$ cat src/pkg/gpio_pkg.sv
// ----------------------------------------------------------------
// Shared constants and carriers of the general-purpose pin port
// ----------------------------------------------------------------
package gpio_pkg;

  // Pin counts
  localparam int PIN_COUNT = 16;   // All general-purpose pins
  localparam int IRQ_PINS  = 13;   // Pins 0..12 may interrupt
  localparam int CLK_PIN_A = 14;   // First clock-capable pin
  localparam int CLK_PIN_B = 15;   // Second clock-capable pin

  // Core clock and output clock limit
  localparam int  CORE_CLK_KHZ  = 20000;  // Core clock, 50 ns period
  localparam int  MAX_CLK_KHZ   = 33330;  // Clock output ceiling
  // Shortest legal output period in core cycles, at least two
  localparam int  MIN_PERIOD_CYC =
    ((CORE_CLK_KHZ + MAX_CLK_KHZ - 1) / MAX_CLK_KHZ) < 2 ? 2 :
    ((CORE_CLK_KHZ + MAX_CLK_KHZ - 1) / MAX_CLK_KHZ);
  localparam logic [7:0] MIN_DIV = 8'(MIN_PERIOD_CYC - 1);

  // Register byte offsets
  localparam logic [7:0] OFS_OUT     = 8'h00;  // Output data
  localparam logic [7:0] OFS_DIR     = 8'h04;  // 1 = output
  localparam logic [7:0] OFS_IN      = 8'h08;  // Pin levels
  localparam logic [7:0] OFS_INT_EN  = 8'h0C;  // Interrupt mask
  localparam logic [7:0] OFS_INT_ST  = 8'h10;  // Sticky events
  localparam logic [7:0] OFS_CLK_CFG = 8'h14;  // Clock output setup

  // Clock configuration field positions
  localparam int CLK_SEL_A_BIT = 0;   // Pin 14 drives clock
  localparam int CLK_SEL_B_BIT = 1;   // Pin 15 drives clock
  localparam int CLK_DIV_LSB   = 8;   // Period minus one
  localparam int CLK_HIGH_LSB  = 16;  // High time in cycles

  // Reset values
  localparam logic [15:0] RST_OUT    = 16'h0000;
  localparam logic [15:0] RST_DIR    = 16'h8000;  // Only pin 15 out
  localparam logic [12:0] RST_INT_EN = 13'h0000;
  localparam logic        RST_SEL_A  = 1'b0;      // Pin 14 input
  localparam logic        RST_SEL_B  = 1'b1;      // Pin 15 clock
  localparam logic [7:0]  RST_DIV    = 8'h01;     // 10 MHz
  localparam logic [7:0]  RST_HIGH   = 8'h01;     // 50 % duty

  // Clock output configuration
  typedef struct packed {
    logic [7:0] high;    // Cycles high per period
    logic [7:0] div;     // Period minus one, in core cycles
    logic       selB;    // Pin 15 drives the clock
    logic       selA;    // Pin 14 drives the clock
  } clk_cfg_t;

  // Classic Wishbone request from the master
  typedef struct packed {
    logic        cyc;
    logic        stb;
    logic        we;
    logic [7:0]  adr;
    logic [3:0]  sel;
    logic [31:0] dat;
  } wb_req_t;

endpackage

$ cat src/gpio_clk_gen.sv
`timescale 1ns/10ps
// ----------------------------------------------------------------
// Programmable clock generator for the clock-capable pins
// ----------------------------------------------------------------
module gpio_clk_gen
(
  input  wire logic              clk,
  input  wire logic              rst_b,
  input  wire logic              run,
  input  wire gpio_pkg::clk_cfg_t cfg,
  output logic                   generated_clock_out
);
  import gpio_pkg::*;

  logic [7:0] cnt;       // Position inside one period
  logic [7:0] next_cnt;  // Following position
  wire  [7:0] lastCnt;   // Period end, clamped to the fastest rate

  // Never faster than the output ceiling allows
  assign lastCnt  = (cfg.div < MIN_DIV) ? MIN_DIV : cfg.div;
  // Wrap at the end of each period
  assign next_cnt = (cnt >= lastCnt) ? 8'h00 : cnt + 8'h01;

  // ----------------------------------------------------------------
  // Period counter and duty compare
  // ----------------------------------------------------------------
  always_ff @(posedge clk)
  begin
    if (!rst_b || !run)
    begin
      cnt    <= 8'h00;
      generated_clock_out <= 1'b0;
    end
    else
    begin
      cnt    <= next_cnt;
      generated_clock_out <= (next_cnt < cfg.high);   // High for 'high' cycles
    end
  end

endmodule

$ cat src/gpio_port.sv
`timescale 1ns/10ps
// How it works
// - Each pin individually input or output
// - Pins 0-12 inputs may raise interrupts
// - Pins 0-13 inputs, drivers off after reset
// - Pin 14 input after reset
// - Pins 14,15 drive programmable duty clock
// - Pin 15 output driving clock after reset
// - Pin 15 clock available for expansion bus
// - Pins float until resets release and lock
// - Locked output reports synthesizer lock
module gpio_port
(
  input  wire logic             clk,
  input  wire logic             rst_b,
  input  wire logic             power_up_reset_in_n,
  input  wire logic             synthLockIn,
  input  wire gpio_pkg::wb_req_t wbReq,
  output logic                  wbAck,
  output logic [31:0]           wbRdData,
  input  wire logic [15:0]      pinIn,
  output logic [15:0]           pinOut,
  output logic [15:0]           pinOe,
  output logic                  synthLocked,
  output logic                  irq
);
  import gpio_pkg::*;

  // ----------------------------------------------------------------
  // Storage
  // ----------------------------------------------------------------
  logic [15:0] outData;      // Software output levels
  logic [15:0] dir;          // 1 drives the pin
  logic [12:0] intEn;        // Interrupt mask
  logic [12:0] intStat;      // Sticky edge events
  clk_cfg_t    clkCfg;       // Clock output setup
  logic [15:0] inMeta;       // First synchroniser stage
  logic [15:0] inSync;       // Second synchroniser stage
  logic [15:0] inLast;       // Previous synchronised level
  logic        porMeta;      // Power-up reset, first stage
  logic        porSync;      // Power-up reset, second stage
  logic        lockMeta;     // Lock, first stage
  logic        lockSync;     // Lock, second stage
  logic        genClk;       // Generated clock

  // ----------------------------------------------------------------
  // Bus decode
  // ----------------------------------------------------------------
  wire        busReq   = wbReq.cyc & wbReq.stb & ~wbAck;
  wire        busWr    = busReq & wbReq.we;
  wire        busRd    = busReq & ~wbReq.we;
  wire [7:0]  wordAdr  = {wbReq.adr[7:2], 2'b00};
  wire        hitOut   = (wordAdr == OFS_OUT);
  wire        hitDir   = (wordAdr == OFS_DIR);
  wire        hitIn    = (wordAdr == OFS_IN);
  wire        hitIntEn = (wordAdr == OFS_INT_EN);
  wire        hitIntSt = (wordAdr == OFS_INT_ST);
  wire        hitClk   = (wordAdr == OFS_CLK_CFG);
  wire [31:0] byteMask = {{8{wbReq.sel[3]}}, {8{wbReq.sel[2]}},
                          {8{wbReq.sel[1]}}, {8{wbReq.sel[0]}}};

  // Merge write data into a stored word under the byte lanes
  function automatic logic [31:0] merge(input logic [31:0] old,
                                        input logic [31:0] nw,
                                        input logic [31:0] m);
    merge = (old & ~m) | (nw & m);
  endfunction

  // Packed view of the clock setup for read and write
  wire [31:0] clkWord = {8'h00, clkCfg.high, clkCfg.div,
                         6'b000000, clkCfg.selB, clkCfg.selA};
  wire [31:0] clkNew  = merge(clkWord, wbReq.dat, byteMask);

  // Read multiplexer; unmapped words read as zero
  wire [31:0] rdMux =
    hitOut   ? {16'h0000, outData} :
    hitDir   ? {16'h0000, dir} :
    hitIn    ? {16'h0000, inSync} :
    hitIntEn ? {19'h00000, intEn} :
    hitIntSt ? {19'h00000, intStat} :
    hitClk   ? clkWord : 32'h0000_0000;

  // ----------------------------------------------------------------
  // Wishbone answer: one wait state, ack for one cycle
  // ----------------------------------------------------------------
  always_ff @(posedge clk)
  begin
    if (!rst_b)
    begin
      wbAck    <= 1'b0;
      wbRdData <= 32'h0000_0000;
    end
    else
    begin
      wbAck    <= busReq;
      wbRdData <= busRd ? rdMux : 32'h0000_0000;
    end
  end

  // ----------------------------------------------------------------
  // Direction and output data
  // ----------------------------------------------------------------
  always_ff @(posedge clk)
  begin
    if (!rst_b)
    begin
      outData <= RST_OUT;
      dir     <= RST_DIR;
    end
    else
    begin
      if (busWr && hitOut)
        outData <= 16'(merge({16'h0000, outData}, wbReq.dat,
                             byteMask));
      if (busWr && hitDir)  // Per-pin direction
        dir <= 16'(merge({16'h0000, dir}, wbReq.dat, byteMask));
    end
  end

  // ----------------------------------------------------------------
  // Clock output setup and interrupt mask
  // ----------------------------------------------------------------
  always_ff @(posedge clk)
  begin
    if (!rst_b)
    begin
      clkCfg.selA <= RST_SEL_A;
      clkCfg.selB <= RST_SEL_B;
      clkCfg.div  <= RST_DIV;
      clkCfg.high <= RST_HIGH;
      intEn       <= RST_INT_EN;
    end
    else
    begin
      if (busWr && hitClk)  // Rate and duty
      begin
        clkCfg.selA <= clkNew[CLK_SEL_A_BIT];
        clkCfg.selB <= clkNew[CLK_SEL_B_BIT];
        clkCfg.div  <= clkNew[CLK_DIV_LSB +: 8];
        clkCfg.high <= clkNew[CLK_HIGH_LSB +: 8];
      end
      if (busWr && hitIntEn)
        intEn <= 13'(merge({19'h00000, intEn}, wbReq.dat,
                           byteMask));
    end
  end

  // ----------------------------------------------------------------
  // Reset release and lock tracking
  // ----------------------------------------------------------------
  always_ff @(posedge clk)
  begin
    if (!rst_b)
    begin
      porMeta  <= 1'b0;
      porSync  <= 1'b0;
      lockMeta <= 1'b0;
      lockSync <= 1'b0;
    end
    else
    begin
      porMeta  <= power_up_reset_in_n;
      porSync  <= porMeta;
      lockMeta <= synthLockIn;
      lockSync <= lockMeta;
    end
  end

  // Pins leave high impedance only when all three conditions hold
  wire pinsLive = porSync & lockSync;

  // Report lock to the external reset logic
  always_ff @(posedge clk)
  begin
    if (!rst_b)
      synthLocked <= 1'b0;
    else
      synthLocked <= lockSync;
  end

  // ----------------------------------------------------------------
  // Input synchronisers, one per pin
  // ----------------------------------------------------------------
  genvar g;
  generate
    for (g = 0; g < PIN_COUNT; g++)
    begin : g_sync
      // Second stage alone reads the first one
      always_ff @(posedge clk)
      begin
        if (!rst_b)
        begin
          inMeta[g] <= 1'b0;
          inSync[g] <= 1'b0;
          inLast[g] <= 1'b0;
        end
        else
        begin
          inMeta[g] <= pinIn[g];
          inSync[g] <= inMeta[g];
          inLast[g] <= inSync[g];
        end
      end
    end
  endgenerate

  // ----------------------------------------------------------------
  // Interrupt events: rising edge on an input pin 0..12
  // ----------------------------------------------------------------
  wire [12:0] riseHit = inSync[12:0] & ~inLast[12:0] & ~dir[12:0];
  wire        stClr   = busRd & hitIntSt;   // Read clears status

  generate
    for (g = 0; g < IRQ_PINS; g++)
    begin : g_irq
      // Set wins over a clearing read in the same cycle
      always_ff @(posedge clk)
      begin
        if (!rst_b)
          intStat[g] <= 1'b0;
        else if (riseHit[g])
          intStat[g] <= 1'b1;
        else if (stClr)
          intStat[g] <= 1'b0;
      end
    end
  endgenerate

  // Level interrupt while an enabled flag stands
  always_ff @(posedge clk)
  begin
    if (!rst_b)
      irq <= 1'b0;
    else
      irq <= |(intStat & intEn);
  end

  // ----------------------------------------------------------------
  // Clock generator shared by pins 14 and 15
  // ----------------------------------------------------------------
  wire clkRun = pinsLive & (clkCfg.selA | clkCfg.selB);

  gpio_clk_gen u_clk_gen
  (
    .clk    (clk),
    .rst_b  (rst_b),
    .run    (clkRun),
    .cfg    (clkCfg),
    .generated_clock_out (genClk)
  );

  // ----------------------------------------------------------------
  // Pin drivers
  // ----------------------------------------------------------------
  wire [15:0] clkSel  = {clkCfg.selB, clkCfg.selA, 14'h0000};
  wire [15:0] next_pinOut =
    (clkSel & {16{genClk}}) | (~clkSel & outData);
  // Clock selection forces the driver on
  wire [15:0] next_pinOe = {16{pinsLive}} & (dir | clkSel);

  always_ff @(posedge clk)
  begin
    if (!rst_b)
    begin
      pinOut <= 16'h0000;
      pinOe  <= 16'h0000;   // Float during reset
    end
    else
    begin
      pinOut <= next_pinOut;
      pinOe  <= next_pinOe;
    end
  end
endmodule

$ cat config.mk
export PLATFORM = sky130hd
export DESIGN_NAME = gpio_port
export DESIGN_NICKNAME = d
export VERILOG_FILES = /design/src/pkg/gpio_pkg.sv /design/src/gpio_clk_gen.sv /design/src/gpio_port.sv
export SDC_FILE = /design/constraint.sdc
export NUM_CORES = 1
export LEC_CHECK = 0
export BUFFER_PORTS_ARGS = -buffer_cell sky130_fd_sc_hd__buf_2
export CORE_ASPECT_RATIO = 0.9
export CORE_MARGIN = 3
export CORE_UTILIZATION = 35
export DETAILED_ROUTE_END_ITERATION = 12
export PLACE_DENSITY = 0.6
export SLEW_MARGIN = 30
export SYNTH_ARGS = -nofsm -noshare
export SYNTH_HDL_FRONTEND = slang
export SYNTH_HIERARCHICAL = 1
export SYNTH_SLANG_ARGS = --single-unit
$ cat constraint.sdc
create_clock -name clk -period 4.1 [get_ports clk]
set_input_delay 0.41 -clock clk [delete_from_list [all_inputs] [get_ports clk]]
set_output_delay 0.41 -clock clk [all_outputs]
set_load 0.02 [all_outputs]
==> run_results.csv <==
group,metric,value,unit
sta,maxClockFrequency,318,MHz
cts,cts_hold_buf,0,
critical_path,crit_slowest_cell,"o311a_1",
logic_synthesis,synth_top_cell_area_share,0.513,
logic_synthesis,yosysSeqAreaShare,0.513,
logic_synthesis,synthCells,755,
logic_synthesis,synth_top_family_by_area,"simple AND/OR/NAND/NOR gates",
routing,drt_iter0_drc,377,
grt,antenna_found_initial,0,
floorplan,initial_core_util,0.359,
grt,grt_pass1_vias,5292,
power,p_leak,3.78,nW
critical_path,critical_path_class,"reg -> reg",
cts,clk_pin_slew,0.08,ns
logic_synthesis,synthAdderAreaFrac,0.0266,
critical_path,critPathArrivalTime,3.47,ns
critical_path,path_common_cell,"ha_1",
logic_synthesis,synth_compound_area_frac,0.125,
routing,first_pass_iters,5,
logic_synthesis,async_flop_share,0,
sta,tns,0,ns
sta,skew,0.00985,ns
cts,cts_buffers,17,
cts,cts_buffer_depth,2,
power,power_density,440,nW/um^2
finish,final_common_cell,"dfxtp_1",
finish,multi_input_comb_area,3360,sq um
placed_design,routabilityCongestion,0.811,
sta,hold_viol_final,0,
critical_path,start_kind,"register",
grt,track_usage,0.160,
sta,fin_crit,3.14,ns
grt,grt_pass1_wl,29600,microns
run,cap_violations,0,
routing,vias,5536,
cts,ctsResizeCount,0,
finish,syn_to_final_growth,18.1,%
floorplan,dieHeight,145,microns
logic_synthesis,yosysWarnings,6,
sta,finalSetupViolCount,0,
critical_path,crit_path_cell_trace,"nor4_1 -> a41o_1 -> ha_1 -> a31oi_1 -> nor2b_1 -> o311a_1 -> nor3_1 -> ha_1 -> o2111ai_1 -> or4_1 -> o21ba_1",
floorplan,ios,134,
power,power,3.91,mW
sta,finalCritPeriodShare,0.766,
cts,postCtsSetupBuffers,0,
grt,grt_max_degree,100,
floorplan,die_area,23300,sq um
finish,seqCellArea,3860,sq um
logic_synthesis,synth.distinct_cells,58,
finish,most-common-layout-cells,"193 x dfxtp_1, 113 x buf_2, 84 x and2_1",
critical_path,cp_slowest_stage_delay,0.48,ns
cts,cts_tree,"yes",
power,ir_worst_vdd,0.224,mV
logic_synthesis,synth-simple-area-share,0.227,
routing,drt-total-wl,18700,microns
logic_synthesis,avgSynthCellArea,9.97,sq um
finish,antenna_cells,0,
critical_path,crit_required,4.43,ns
sta,relSlewSlack,0.459,
finish,final_nets,928,
routing,via_per_inst,4.84,
worst_hold_path,hold_class,"in -> reg",
critical_path,endpoint_kind,"register",
floorplan,die_w,161,microns
routing,wire_per_inst,16.4,microns
cts,root_buffer,"clkbuf_16",
logic_synthesis,syn_area,7530,sq um
logic_synthesis,synth_ff_type,"dfxtp_1",
floorplan,core,21000,sq um
critical_path,path_max_fanout,16,
sta,rsz0062_at_grt,"false",
logic_synthesis,synthMuxAreaShare,0.0568,
logic_synthesis,synth_edf_count,0,
logic_synthesis,synth_seq_cells,193,
finish,layout-drive-gt1-share,0.198,
placed_design,hpwl,13600,microns
logic_synthesis,synth_xor_area_frac,0.00698,
logic_synthesis,synth.area.top_cells,"dfxtp_1 51%, and2_1 7.0%, mux2i_1 4.8%, nor2b_1 3.5%, ha_1 2.7%",
routing,ant_nets,0,
finish,design_area,8890,sq um
cts,cts.sinks,193,
placed_design,place_area,8240,sq um
grt,overflow,0,
routing,drc,0,
sta,worst_pin_slew,0.809,ns
cts,cts.htree.levels,4,
logic_synthesis,synth.largest_area_cell,"dfxtp_1",
placed_design,io_buffers,114,
cts,clk_latency,0.43,ns
status,status,"completed",
floorplan,rows,50,
finish,fillCellCount,2056,
sta,drv_slew,0,
[logic make-up (layout without fill, tap and decap cells)]
| logic type | Yosys count | count (layout) |
|---|---|---|
| fa+ha+maj | 16 | 16 |
| flops | 193 | 193 |
| mux | 39 | 39 |
| simple gates | 290 | 290 |
| buf+inv | 70 | 166 |
| xor+xnor | 6 | 6 |
| compound gates | 140 | 140 |
| other cells | 1 | 8 |
[through the flow]
stage          std cells   util  setup WS (ns)  hold slack [ns]
5_1_grt             1144  0.424          0.774            0.174
2_1_floorplan        762      -           1.15            0.412
3_3_place_gp        1112  0.393          0.998            0.416
6_report            1144  0.424          0.958            0.186
3_5_place_dp        1112  0.393          0.979            0.419
4_1_cts             1144  0.424          0.967            0.170
[routing by layer]
metal | up-vias | global-route usage | part of all wire
li1 | 2797 | - | -
met1 | 2545 | 0.252 | 0.52
met2 | 174 | 0.217 | 0.40
met3 | 20 | 0.0303 | 0.059
met4 | 0 | 0.0508 | 0.018
met5 | - | 0 | 0
[final cells by class]
class | count | share of cell area
flip-flops and latches | 193 | 0.435
multi-input cells | 499 | 0.378
repair buffers | 116 | 0.0661
clock buffers | 18 | 0.0494
well taps | 286 | 0.0402
clock inverters | 14 | 0.0241
inverters | 18 | 0.00760
[synthesized netlist by cell type, drive strengths merged (2+ instances only)]
master    n
a211oi    9
a21boi   16
a21o      3
a21oi    27
a22oi    11
a31oi     2
a32oi     6
and2     85
and3     12
and4b     2
buf      25
clkbuf   27
dfxtp   193
ha       16
inv      18
mux2i    36
mux4      3
nand2    48
nand3    39
nand4     9
nor2     13
nor2b    42
nor3     16
nor3b    14
nor4      3
o211a     2
o21a      9
o21ai    37
o221a     7
o32ai     3
xnor2     2
xor2      4
[worst paths after layout]
kind                            from                                       end  slack (ns)  depth (start not counted)
hold reg to reg   porMeta$_SDFF_PN0_                        porSync$_SDFF_PN0_        0.43                          1
setup / recovery            register  u_clk_gen/generated_clock_out$_SDFF_PP0_        0.96                         11
setup reg to reg            register  u_clk_gen/generated_clock_out$_SDFF_PP0_        0.96                         11
hold / removal              pinIn[2]                      inMeta[2]$_SDFF_PN0_        0.19                          2
[where the power goes]
part	total, mW	switching, mW	internal (mW)	leakage, nW
registers	1.92	0.0161	1.90	1.57
clock network	1.84	0.775	1.06	0.318
logic	0.157	0.0965	0.0607	1.90
[worst max-delay path: cells and delay by family (launching register included)]
| family | cells | cell delay, ns |
|---|---|---|
| flops | 1 | 0.35 |
| compound gates | 5 | 1.18 |
| simple gates | 4 | 1.08 |
| fa+ha+maj | 2 | 0.43 |
No activity file was read; power rests on OpenSTA's default activity.
